[config.mk]
export PLATFORM = sky130hd
export DESIGN_NAME = mcr_bank
export DESIGN_NICKNAME = d
export VERILOG_FILES = /design/src/mcr_bank.v /design/src/mcr_pulse_timer.v /design/src/mcr_value_ram.v
export VERILOG_INCLUDE_DIRS = /design/src
export SDC_FILE = /design/constraint.sdc
export NUM_CORES = 1
export LEC_CHECK = 0
export ABC_AREA = 1
export BUFFER_PORTS_ARGS = -buffer_cell sky130_fd_sc_hd__buf_4
export CAP_MARGIN = 25
export CORE_AREA = 2 2 203 205
export CTS_BUF_LIST = sky130_fd_sc_hd__clkbuf_16
export DETAILED_ROUTE_END_ITERATION = 8
export DIE_AREA = 0 0 205 207
export SKIP_LAST_GASP = 1
export SLEW_MARGIN = 20
export SYNTH_ARGS = -nofsm -noshare
export SYNTH_HDL_FRONTEND = slang
export SYNTH_SLANG_ARGS = --single-unit
[constraint.sdc]
create_clock -name sys_clk -period 3.06 [get_ports sys_clk]
set_input_delay 0 -clock sys_clk [delete_from_list [all_inputs] [get_ports sys_clk]]
set_output_delay 0 -clock sys_clk [all_outputs]
set_load 0.005 [all_outputs]
[src/mcr_consts.vh]
/*
 Constants of the monitor configuration register bank: pointer decode,
 power-on values, field positions and pulse timing.
 Assumes inclusion by bare name from the bank's design files.
*/
`ifndef MCR_CONSTS_VH
`define MCR_CONSTS_VH

////////////////////////////////////////////////////////////////////////////////
// Pointer decode
`define MCR_PTR_RESET 8'h00
`define MCR_OFS_CFG 8'h00
`define MCR_OFS_STAT1 8'h01
`define MCR_OFS_STAT2 8'h02
`define MCR_OFS_MASK1 8'h03
`define MCR_OFS_MASK2 8'h04
`define MCR_OFS_FANDIV 8'h05
`define MCR_OFS_OTCFG 8'h06
`define MCR_RAM_FIRST 8'h20
`define MCR_RAM_LAST 8'h3F
`define MCR_RAM_AW 5
`define MCR_RAM_DEPTH 32

////////////////////////////////////////////////////////////////////////////////
// Power-on values
`define MCR_CFG_RESET 8'h08
`define MCR_STAT_RESET 8'h00
`define MCR_MASK_RESET 8'h00
`define MCR_FANDIV_RESET 8'h14
`define MCR_OTCFG_RESET 8'h01
`define MCR_UNMAPPED_READ 8'h00

////////////////////////////////////////////////////////////////////////////////
// Configuration fields
`define MCR_CFG_START 0
`define MCR_CFG_IRQ_EN 1
`define MCR_CFG_IRQ_POL 2
`define MCR_CFG_OUT_REL 3
`define MCR_CFG_RST_PULSE 4
`define MCR_CFG_INTR_CLR 5
`define MCR_CFG_GPO 6
`define MCR_CFG_RESTORE 7

// Fan divisor register: pin function selects
`define MCR_FAN_RST_EN 7
`define MCR_FAN_OS_EN 6

// Status register 2: only bits 5..0 exist
`define MCR_STAT2_USED 8'h3F

////////////////////////////////////////////////////////////////////////////////
// Timing
`define MCR_CLK_HZ 50000000
`define MCR_PULSE_MS 10
`define MCR_PULSE_CYC ((`MCR_PULSE_MS * `MCR_CLK_HZ + 999) / 1000)
`define MCR_TMR_W 20

`endif

[src/mcr_bank.v]
/*
 Register front end of the hardware monitor: location pointer, control and
 status registers, value RAM, interrupt line, reset pulse, intrusion clear
 and general output.
 Assumes a serial bus slave outside turns bus frames into one-cycle strobes
 synchronous to sys_clk, and that the monitoring loop reports events as
 one-cycle set pulses.
*/
// Operation
// - An 8-bit pointer selects the accessed location; zero after power-on.
// - Pointer decode: 00h-06h control registers, 20h-3Fh value RAM.
// - Config bit 0 one runs the scan; zero means standby.
// - Clearing bit 0 leaves an asserted interrupt output asserted.
// - Config bit 1 enables the interrupt line; zero keeps it inactive.
// - Config bit 2 picks polarity: high open-source or low open-drain.
// - Config bit 3 releases interrupt and reset pins; status untouched.
// - While config bit 3 is one the scan halts.
// - When config bit 3 returns to zero the scan resumes.
// - Config bit 4 pulses reset pin low 10 ms when enabled.
// - Config bit 4 clears itself once the reset pulse ends.
// - Config bit 5 clears the external intrusion latch via its pin.
// - Config bit 5 clears itself when the intrusion clear completes.
// - General output pin follows config bit 6.
// - Writing one to config bit 7 reloads power-on values of 00h-06h.
// - Config bit 7 reads back zero after the restore.
// - Reading a status register returns then clears it, dropping interrupt.
// - Intrusion clear drives its line low for at least 10 ms.
`timescale 1ns/1ps
`include "mcr_consts.vh"
module mcr_bank #(
  parameter PULSE_CYCLES = `MCR_PULSE_CYC
) (
  input wire sys_clk,
  input wire arst_n,
  // Host access strobes from the serial bus slave
  input wire ptr_wr,
  input wire data_wr,
  input wire data_rd,
  input wire [7:0] host_wdata,
  output wire [7:0] host_rdata,
  output wire host_rvalid,
  // Monitoring loop
  input wire [7:0] stat1_set,
  input wire [7:0] stat2_set,
  input wire overtemp_active,
  output wire scan_run,
  output wire [7:0] fan_divider,
  output wire [7:0] overtemp_config,
  // Pins
  output wire irq_line_o,
  output wire irq_line_oe_n,
  output wire reset_or_overtemp_pin_o,
  output wire reset_or_overtemp_pin_oe_n,
  input wire intrusion_input_i,
  output wire intrusion_input_o,
  output wire intrusion_input_oe_n,
  output wire general_output,
  output wire intrusion_seen
);

  ////////////////////////////////////////////////////////////////////////////
  // Decode helpers

  function is_ram;
    input [7:0] p;
    begin
      is_ram = (p >= `MCR_RAM_FIRST) && (p <= `MCR_RAM_LAST);
    end
  endfunction

  function [7:0] reg_read;
    input [7:0] p;
    input [7:0] cfg;
    input [7:0] s1;
    input [7:0] s2;
    input [7:0] m1;
    input [7:0] m2;
    input [7:0] fd;
    input [7:0] ot;
    begin
      case (p)
        `MCR_OFS_CFG: reg_read = cfg;
        `MCR_OFS_STAT1: reg_read = s1;
        `MCR_OFS_STAT2: reg_read = s2;
        `MCR_OFS_MASK1: reg_read = m1;
        `MCR_OFS_MASK2: reg_read = m2;
        `MCR_OFS_FANDIV: reg_read = fd;
        `MCR_OFS_OTCFG: reg_read = ot;
        default: reg_read = `MCR_UNMAPPED_READ;
      endcase
    end
  endfunction

  ////////////////////////////////////////////////////////////////////////////
  // State

  reg [7:0] ptr_q;
  reg [7:0] cfg_q;
  reg [7:0] cfg_d;
  reg [7:0] stat1_q;
  reg [7:0] stat1_d;
  reg [7:0] stat2_q;
  reg [7:0] stat2_d;
  reg [7:0] mask1_q;
  reg [7:0] mask1_d;
  reg [7:0] mask2_q;
  reg [7:0] mask2_d;
  reg [7:0] fandiv_q;
  reg [7:0] fandiv_d;
  reg [7:0] otcfg_q;
  reg [7:0] otcfg_d;
  reg [7:0] rd_hold_q;
  reg rd_ram_q;
  reg rd_p1_q;
  reg [7:0] rdata_q;
  reg rvalid_q;
  reg irq_pend_q;

  wire [7:0] ram_rdata;
  wire ptr_in_ram;
  wire wr_cfg;
  wire restore;
  wire rst_done;
  wire rst_active;
  wire clr_done;
  wire clr_active;
  wire rst_func;
  wire os_func;
  wire rst_pin_low;
  wire irq_assert;
  wire [7:0] set1_g;
  wire [7:0] set2_g;
  wire rd_stat1;
  wire rd_stat2;

  assign ptr_in_ram = is_ram(ptr_q);
  assign wr_cfg = data_wr && (ptr_q == `MCR_OFS_CFG);
  assign restore = wr_cfg && host_wdata[`MCR_CFG_RESTORE];
  assign rd_stat1 = data_rd && (ptr_q == `MCR_OFS_STAT1);
  assign rd_stat2 = data_rd && (ptr_q == `MCR_OFS_STAT2);

  ////////////////////////////////////////////////////////////////////////////
  // Pointer

  // Held across transactions; only a pointer write moves it
  always @(posedge sys_clk or negedge arst_n)
  begin
    if (!arst_n)
    begin
      ptr_q <= `MCR_PTR_RESET;
    end
    else if (ptr_wr)
    begin
      ptr_q <= host_wdata;
    end
  end

  ////////////////////////////////////////////////////////////////////////////
  // Scan control

  // Release bit freezes the loop without touching the start bit
  assign scan_run = cfg_q[`MCR_CFG_START] & ~cfg_q[`MCR_CFG_OUT_REL];
  assign set1_g = scan_run ? stat1_set : 8'h00;
  assign set2_g = scan_run ? (stat2_set & `MCR_STAT2_USED) : 8'h00;
  assign fan_divider = fandiv_q;
  assign overtemp_config = otcfg_q;

  ////////////////////////////////////////////////////////////////////////////
  // Register next values

  always @*
  begin
    cfg_d = cfg_q;
    mask1_d = mask1_q;
    mask2_d = mask2_q;
    fandiv_d = fandiv_q;
    otcfg_d = otcfg_q;
    stat1_d = stat1_q;
    stat2_d = stat2_q;
    if (data_wr)
    begin
      case (ptr_q)
        `MCR_OFS_CFG: cfg_d = host_wdata;
        `MCR_OFS_MASK1: mask1_d = host_wdata;
        `MCR_OFS_MASK2: mask2_d = host_wdata;
        `MCR_OFS_FANDIV: fandiv_d = host_wdata;
        `MCR_OFS_OTCFG: otcfg_d = host_wdata;
        default: cfg_d = cfg_q;
      endcase
    end
    // Self-clearing commands end with their pulse
    if (rst_done && !(wr_cfg && host_wdata[`MCR_CFG_RST_PULSE]))
    begin
      cfg_d[`MCR_CFG_RST_PULSE] = 1'b0;
    end
    if (clr_done && !(wr_cfg && host_wdata[`MCR_CFG_INTR_CLR]))
    begin
      cfg_d[`MCR_CFG_INTR_CLR] = 1'b0;
    end
    if (rd_stat1)
    begin
      stat1_d = `MCR_STAT_RESET;
    end
    if (rd_stat2)
    begin
      stat2_d = `MCR_STAT_RESET;
    end
    if (restore)
    begin
      cfg_d = `MCR_CFG_RESET;
      stat1_d = `MCR_STAT_RESET;
      stat2_d = `MCR_STAT_RESET;
      mask1_d = `MCR_MASK_RESET;
      mask2_d = `MCR_MASK_RESET;
      fandiv_d = `MCR_FANDIV_RESET;
      otcfg_d = `MCR_OTCFG_RESET;
    end
    // A new event in the clearing cycle survives
    stat1_d = stat1_d | set1_g;
    stat2_d = stat2_d | set2_g;
  end

  always @(posedge sys_clk or negedge arst_n)
  begin
    if (!arst_n)
    begin
      cfg_q <= `MCR_CFG_RESET;
      stat1_q <= `MCR_STAT_RESET;
      stat2_q <= `MCR_STAT_RESET;
      mask1_q <= `MCR_MASK_RESET;
      mask2_q <= `MCR_MASK_RESET;
      fandiv_q <= `MCR_FANDIV_RESET;
      otcfg_q <= `MCR_OTCFG_RESET;
    end
    else
    begin
      cfg_q <= cfg_d;
      stat1_q <= stat1_d;
      stat2_q <= stat2_d;
      mask1_q <= mask1_d;
      mask2_q <= mask2_d;
      fandiv_q <= fandiv_d;
      otcfg_q <= otcfg_d;
    end
  end

  ////////////////////////////////////////////////////////////////////////////
  // Read path

  // Two-stage read: RAM data is only valid a cycle after the strobe
  always @(posedge sys_clk or negedge arst_n)
  begin
    if (!arst_n)
    begin
      rd_hold_q <= 8'h00;
      rd_ram_q <= 1'b0;
      rd_p1_q <= 1'b0;
      rdata_q <= 8'h00;
      rvalid_q <= 1'b0;
    end
    else
    begin
      rd_p1_q <= data_rd;
      rvalid_q <= rd_p1_q;
      if (data_rd)
      begin
        rd_hold_q <= reg_read(ptr_q, cfg_q, stat1_q, stat2_q, mask1_q, mask2_q, fandiv_q, otcfg_q);
        rd_ram_q <= ptr_in_ram;
      end
      if (rd_p1_q)
      begin
        rdata_q <= rd_ram_q ? ram_rdata : rd_hold_q;
      end
    end
  end

  assign host_rdata = rdata_q;
  assign host_rvalid = rvalid_q;

  mcr_value_ram #(
    .AW(`MCR_RAM_AW),
    .DEPTH(`MCR_RAM_DEPTH)
  ) u_ram (
    .sys_clk(sys_clk),
    .wr_en(data_wr & ptr_in_ram),
    .rd_en(data_rd & ptr_in_ram),
    .addr(ptr_q[`MCR_RAM_AW-1:0]),
    .wdata(host_wdata),
    .rdata_q(ram_rdata)
  );

  ////////////////////////////////////////////////////////////////////////////
  // Interrupt line

  // Pending derives from status and masks only, so stopping the scan keeps it up
  always @(posedge sys_clk or negedge arst_n)
  begin
    if (!arst_n)
    begin
      irq_pend_q <= 1'b0;
    end
    else
    begin
      irq_pend_q <= |((stat1_d & ~mask1_d) | (stat2_d & ~mask2_d));
    end
  end

  assign irq_assert = irq_pend_q & cfg_q[`MCR_CFG_IRQ_EN] & ~cfg_q[`MCR_CFG_OUT_REL];
  // High: drive one when asserted; low: pull down when asserted; else float
  assign irq_line_o = cfg_q[`MCR_CFG_IRQ_POL];
  assign irq_line_oe_n = ~irq_assert;

  ////////////////////////////////////////////////////////////////////////////
  // Reset / overtemperature pin

  assign rst_func = fandiv_q[`MCR_FAN_RST_EN] & ~fandiv_q[`MCR_FAN_OS_EN];
  assign os_func = fandiv_q[`MCR_FAN_OS_EN] & ~fandiv_q[`MCR_FAN_RST_EN];

  mcr_pulse_timer #(
    .W(`MCR_TMR_W),
    .CYCLES(PULSE_CYCLES)
  ) u_rst_tmr (
    .sys_clk(sys_clk),
    .arst_n(arst_n),
    .start(cfg_q[`MCR_CFG_RST_PULSE]),
    .active(rst_active),
    .done(rst_done)
  );

  // Timer runs even when the pin is not in reset mode, so the bit still clears
  assign rst_pin_low = ((rst_func & rst_active) | (os_func & overtemp_active)) &
                       ~cfg_q[`MCR_CFG_OUT_REL];
  assign reset_or_overtemp_pin_o = 1'b0;
  assign reset_or_overtemp_pin_oe_n = ~rst_pin_low;

  ////////////////////////////////////////////////////////////////////////////
  // Intrusion latch clear

  mcr_pulse_timer #(
    .W(`MCR_TMR_W),
    .CYCLES(PULSE_CYCLES)
  ) u_clr_tmr (
    .sys_clk(sys_clk),
    .arst_n(arst_n),
    .start(cfg_q[`MCR_CFG_INTR_CLR]),
    .active(clr_active),
    .done(clr_done)
  );

  assign intrusion_input_o = 1'b0;
  assign intrusion_input_oe_n = ~clr_active;
  // Sense is meaningless while this end pulls the line down
  assign intrusion_seen = intrusion_input_i & ~clr_active;

  ////////////////////////////////////////////////////////////////////////////
  // General output

  assign general_output = cfg_q[`MCR_CFG_GPO];

endmodule

[src/mcr_pulse_timer.v]
/*
 Fixed-length pulse timer: runs while start is held, ends after CYCLES.
 Assumes start is a level that drops once done is seen; dropping it aborts.
*/
`timescale 1ns/1ps
module mcr_pulse_timer #(
  parameter W = 20,
  parameter CYCLES = 500000
) (
  input wire sys_clk,
  input wire arst_n,
  input wire start,
  output wire active,
  output wire done
);

  reg run_q;
  reg [W-1:0] cnt_q;

  assign active = run_q;
  // Done coincides with the last active cycle so the owner clears start
  assign done = run_q & start & (cnt_q == {{(W-1){1'b0}}, 1'b1});

  always @(posedge sys_clk or negedge arst_n)
  begin
    if (!arst_n)
    begin
      run_q <= 1'b0;
      cnt_q <= {W{1'b0}};
    end
    else if (!start)
    begin
      run_q <= 1'b0;
      cnt_q <= {W{1'b0}};
    end
    else if (run_q)
    begin
      if (done)
      begin
        run_q <= 1'b0;
      end
      cnt_q <= cnt_q - {{(W-1){1'b0}}, 1'b1};
    end
    else
    begin
      run_q <= 1'b1;
      cnt_q <= CYCLES[W-1:0];
    end
  end

endmodule

[src/mcr_value_ram.v]
/*
 Value RAM of the monitor: single port, synchronous write, registered read.
 Assumes the caller decodes the address window and gates the strobes.
*/
`timescale 1ns/1ps
module mcr_value_ram #(
  parameter AW = 5,
  parameter DEPTH = 32
) (
  input wire sys_clk,
  input wire wr_en,
  input wire rd_en,
  input wire [AW-1:0] addr,
  input wire [7:0] wdata,
  output reg [7:0] rdata_q
);

  reg [7:0] mem [0:DEPTH-1];

  // No reset on the array: limits are host-written before a scan starts
  always @(posedge sys_clk)
  begin
    if (wr_en)
    begin
      mem[addr] <= wdata;
    end
    if (rd_en)
    begin
      rdata_q <= mem[addr];
    end
  end

endmodule

; ---- Word level (Yosys, flattened, before mapping)
; Memories as Yosys holds them, arrays and structs flattened. A register that Yosys moved wholly into a read port is not among the register bits.
; Cells that the tools add are included.
[word_totals]
word_cells = 125
output_inout_bits = 34
mem_bits_rw = 256
n_memories = 1
register_bits = 126
[classes]
n_reduce_logical = 26
n_mux = 37
n_addsub = 2
order_cmp = 2
bitwise = 29
eq_ne = 8
[memory_table]
columns = memory, depth, width, read_ports, rd_clocked_by_memory_dff, write_ports, line_no
row1 = u_ram.mem, 32, 8, 1, 1, 1, mcr_value_ram.v:18  ; reg [7:0] mem [0:DEPTH-1];
[op_table]
columns = cell, n
row1 = 2-to-1 mux 8 bit, 21
row2 = 2-to-1 mux 20 bit, 4
row3 = one-hot mux 8 bit (7 select lines), 1
row4 = "== test 20 x 1 -> 1 bit, second input constant", 2
row5 = "subtractor 20 x 1 -> 20 bit, second input constant", 2
row6 = "== test 8 x 3 -> 1 bit, second input constant", 3
row7 = bitwise AND 8 bit, 2
row8 = "== test 8 x 2 -> 1 bit, second input constant", 2
row9 = NOT 8 bit, 2
row10 = bitwise OR 8 bit, 2
row11 = bitwise AND 1 bit, 15
row12 = nonzero test 3 bit, 4
row13 = 2-to-1 mux 1 bit, 10
row14 = AND reduction 2 bit, 5
row15 = logical AND 1 bit, 9
row16 = "== test 8 x 1 -> 1 bit, second input constant", 1
row17 = ">= comparator 8 x 6 -> 1 bit, second input constant", 1
row18 = "less-or-equal comparator 8 x 6 -> 1 bit, second input constant", 1
row19 = zero test 8 bit, 1
row20 = bitwise OR 8 x 6 -> 8 bit, 1
row21 = nonzero test 2 bit, 4
row22 = OR reduction 8 bit, 1
row23 = 2-to-1 mux 6 bit, 1
row24 = NOT 1 bit, 6
row25 = other kinds (2), 3

; ---- Longest topological paths before layout
[logic_depth]
depth_word = 8
mapped_depth = 15
ltp_nobuf = 14

; ---- Modules after synthesis
; A second synthesis with hierarchy kept.
[unflattened]
hier_cells = 1910
area_unflattened_um2 = 17777.0
[by_module_without_submodules]
columns = module, seq_area_each_um2, cells_each, n_inst, area_per_inst_um2
row1 = mcr_value_ram, 7927.6, 1063, 1, 11068.1
row2 = mcr_bank, 2107.0, 527, 1, 4296.6
row3 = mcr_pulse_timer, 525.5, 160, 2, 1206.2

; ---- Worst setup path before layout
; Ideal clock, no wire load.
[synth_timing]
path_type = register to register
from = register ptr_q[0]
to = memory u_ram.mem[10][0], enable pin
stages_incl_launch_ff = 7
arrival_time_ps = 1651
path_slack_ps = 1039
synth_period_minus_slack_ps = 2021
required_ps = 2690
cell_sequence = dfrtp_1 inv_2 nand2_2 inv_2 clkbuf_1 nand2_1 nor2_1
[synth_between]
elab_chain_cells = 5
word_cells_on_any_way = 6
cone_classes = order compare: 2 / mux: 2 / bitwise: 1 / reduce/logical: 1
[synth_rtl]
columns = item, line_no
row1 = from (decl), mcr_bank.v:97  ; reg [7:0] ptr_q;
row2 = from (signal assigned), mcr_bank.v:150  ; ptr_q <= `MCR_PTR_RESET;
row3 = from (signal assigned), mcr_bank.v:154  ; ptr_q <= host_wdata;
row4 = >= comparator 8 x 6 -> 1 bit (no line) or less-or-equal comparator 8 x 6 -> 1 bit (tied branches), -
row5 = logical AND 1 bit, mcr_bank.v:67  ; is_ram = (p >= `MCR_RAM_FIRST) && (p <= `MCR_RAM_LAST);
row6 = bitwise AND 1 bit, mcr_bank.v:285  ; .wr_en(data_wr & ptr_in_ram),
row7 = 2-to-1 mux 1 bit, mcr_value_ram.v:23  ; if (wr_en)
row8 = 2-to-1 mux 1 bit (not written as such), mcr_value_ram.v:25  ; mem[addr] <= wdata;
row9 = to (decl), mcr_value_ram.v:18
; Several ways; a longest one is shown, not always the timed one.

; ---- Worst setup path after layout
[layout_timing]
from = register ptr_q[1]
to = memory u_ram.mem[21][4], enable pin
; Same word-level chain as after synthesis.

==> reports/results.tsv <==
stage	metric	value	unit
status	status	completed	
global_route	grt_usage	19.9	%
drt	drtPass1Iterations	5	
pwr	clkPwrFrac	40.1	%
logic_synthesis	yosysMostFrequentCell	nand2_1	
logic_synthesis	yosys_warnings	0	
placement	placed_cell_area	17700	um^2
critical_path	end_kind	flop	
critical_path	r2r_end	u_ram.mem[21][4]$_DFFE_PP_	
floorplanning	dieArea	42400	um^2
floorplanning	ios	65	
logic_synthesis	synth_top_area_share	48.3	%
finish	regMostFlops	u_ram.mem	
sta	finalCriticalPeriod	2.70	ns
logic_synthesis	ys_seq_elements	390	
clock_tree	cts_buffers	43	
finish	reg.largest.list	u_ram.mem x256, u_clr_tmr.cnt_q x20, u_rst_tmr.cnt_q x20	
critical_path	path_class	flop to flop	
worst_hold_path	hold_path.class	input pin to async pin	
floorplanning	die_h	207	um
logic_synthesis	synth_edf_count	264	
sta	period_share	88.1	%
clock_tree	cts.htree.levels	2	
logic_synthesis	async_flop_share	32.3	%
clock_tree	clk_pin_slew_worst_paths	0.06	ns
logic_synthesis	synthDistinctLibCells	44	
critical_path	r2r_start	ptr_q[1]$_DFFE_PN0P_	
sta	setup_ws	0.364	ns
logic_synthesis	synthTopCellsByCount	nand2_1, edfxtp_1, nor2_1	
logic_synthesis	seq_area_frac_synth	67.6	%
critical_path	worst_ep_arrival_time	2.89	ns
drt	vias	11600	
placement	pre_cts_ws	0.429	ns
drt	drc	0	
drt	final_antenna_net_count	0	
global_route	grt_pass1_wl	64.7	mm
finish	postLayoutCellArea	19300	um^2
finish	area_growth	17.7	%
global_route	grt_pass1_vias	11200	
pwr	max-vdd-ir-drop	0.000478	V
sta	worstMarginPinSlew	0.845	ns
clock_tree	clock_latency	0.58	ns
critical_path	critical-path-top-delay-family	simple AND/OR/NAND/NOR gates	
clock_tree	hold_buffers	27	
clock_tree	post_cts_resize_count	0	
sta	fin_worst_skew	0.0389	ns
critical_path	path_max_fanout	12	
floorplanning	initial_core_util	40.6	%
clock_tree	post_cts_buffers	0	
drt	wire_per_inst	19.0	um
global_route	overflow	0	
clock_tree	root_buffer	clkbuf_16	
critical_path	r2r_cells	5	
pwr	seqPwrFrac	48.9	%
logic_synthesis	syn_area_per_cell	10.8	um^2
global_route	grt_start_max_net_pins	68	
pwr	combPwrFrac	11.0	%
logic_synthesis	synthCells	1512	
drt	viasPerCell	5.23	
critical_path	critPathMaxStageDelay	0.76	ns
clock_tree	max-clock-path-buffers	3	
floorplanning	die_w	205	um
critical_path	required	3.25	ns
sta	setup_viol	0	
finish	n_antenna_cell	0	
logic_synthesis	ys.flop_type	edfxtp_1	
pwr	p_sw_share	25.5	%
clock_tree	cts_tree	built	
logic_synthesis	syn_area	16400	um^2
floorplanning	design.core.area	40400	um^2
placement	place_hpwl	26.5	mm
critical_path	r2r_setup_slack	0.36	ns
critical_path	cp_num_buf_inv	2	
critical_path	cp_num_cells	5	
logic_synthesis	yosys-top-cells-area	edfxtp_1, dfrtp_1, nand2_1	
critical_path	cpMostUsedCell	inv_2	
critical_path	worstPathCellList	inv_2, nand2_4, inv_2, nand2_1, nor2_1	
finish	largest_reg_flops	256	
floorplanning	fp-row-count	74	
critical_path	cp-start-kind	flop	
pwr	p_sw	3.15	mW
finish	num-fill-cells	3731	
sta	hold_viol	0	
placement	gp_congestion	0.867	
drt	totalWireLength	42.0	mm
critical_path	timing.critical_path.to	u_ram.mem[21][4]$_DFFE_PP_	
finish	nets	1678	
clock_tree	cts.sinks	390	
critical_path	cp_slowest_cell	nor2_1	
sta	setup_tns	0	ns
pwr	leakage	7.94	nW
pwr	p_int	9.19	mW
global_route	antenna_found_initial	0	
finish	drive_gt1_share	12.8	%
sta	rsz0062_at_grt	false	
critical_path	cp-startpoint	ptr_q[1]$_DFFE_PN0P_	
sta	slew_headroom	43.7	%
drt	drt_iter0_markers	1116	
sta	fmax	371	MHz
run	drv_cap	0	
placement	port_buffers	60	
pwr	power_density	639	nW/um^2
sta	drv_slew	0	
logic_synthesis	synth_top_cell_by_area	edfxtp_1	
## area by class of cell
class                   count  area [um^2]  share of cell area, %
flip-flops and latches    390        11100                   57.4
multi-input cells         931         4490                   23.3
repair buffers            144         1210                   6.28
clock buffers              44         1100                   5.71
well taps                 532          666                   3.45
inverters                 133          502                   2.60
clock inverters            34          240                   1.24
## metal layers
layer / vias to the layer above / routed length, um / GRT usage [%]
li1: 5478 / - / -
met1: 5601 / 18400 / 27.7
met2: 418 / 19600 / 31.3
met3: 58 / 2900 / 3.56
met4: 0 / 1030 / 6.95
met5: - / 0 / 0
## worst min path at each step
stage	startpoint	end	slack, ns	depth (start not counted)
after floorplan	arst_n	cfg_q[0]$_DFFE_PN0P_	-0.30	0
after global placement	arst_n	u_clr_tmr.cnt_q[13]$_DFF_PN0_	0.16	1
after detailed placement	arst_n	u_clr_tmr.cnt_q[11]$_DFF_PN0_	0.17	1
after CTS	arst_n	u_clr_tmr.cnt_q[7]$_DFF_PN0_	0.1	2
after global routing	arst_n	u_clr_tmr.cnt_q[12]$_DFF_PN0_	0.18	2
final	arst_n	rd_hold_q[7]$_DFFE_PN0P_	0.08	2
## cell usage in the layout (no fill, tap or decap), types with 4 or more instances in the layout
cell type      count
clkinv_2           5
o2111ai_1          5
inv_2             11
clkbuf_16         44
nand2_1          393
ha_1               4
inv_1            124
nand2_4            4
clkinv_1          19
buf_12             5
nand2_2            5
o31ai_1            4
a21oi_1           48
o21ai_0           68
dlygate4sd3_1     27
o211ai_1           6
nor2_1           130
o21ai_1           12
nand3_2            5
dfrtp_1          122
xor2_1             4
nand4_1           34
a221oi_1          11
edfxtp_1         264
a31oi_1           17
nand3_1           99
dfstp_2            4
nor3_1            10
nor2_4             4
a22oi_1           47
buf_4            112
## cells by family (layout without fill, tap and decap cells)
| logic type | count (synthesis) | after routing | share of synthesized area, % |
|---|---|---|---|
| buf+inv | 192 | 355 | 5.05 |
| compound gates | 224 | 224 | 8.33 |
| fa+ha+maj | 4 | 4 | 0.305 |
| xor+xnor | 7 | 7 | 0.374 |
| flops | 390 | 390 | 67.6 |
| simple gates | 694 | 694 | 18.3 |
| other cells | 1 | 2 | 0.0229 |
## power by group through the flow
stage                     sequential [mW]  clock (mW)  combinational [mW]
after floorplan                      6.07           0               0.829
after global placement               6.12           0                1.31
after detailed placement             6.13           0                1.33
after CTS                            6.03        5.04                1.36
after global routing                 6.05        5.23                1.52
final                                6.03        4.95                1.36
## worst reg2reg max path, delay by kind of cell, from the launching register on
family / cells / cell delay [ns]
and+or+nand+nor: 3 / 1.26
DFF: 1 / 0.59
buffers and inverters: 2 / 0.45
## metrics by stage
stage                     util [%]  power, mW  hold WS [ns]  instances
after floorplan                  -       6.90        -0.296       1513
after global placement        43.8       7.43         0.161       2103
after detailed placement      43.8       7.46         0.168       2103
after CTS                     47.8       12.4        0.0977       2208
after global routing          47.8       12.8         0.182       2208
final                         47.8       12.3        0.0819       2208
(Power assumes the default switching activity.)
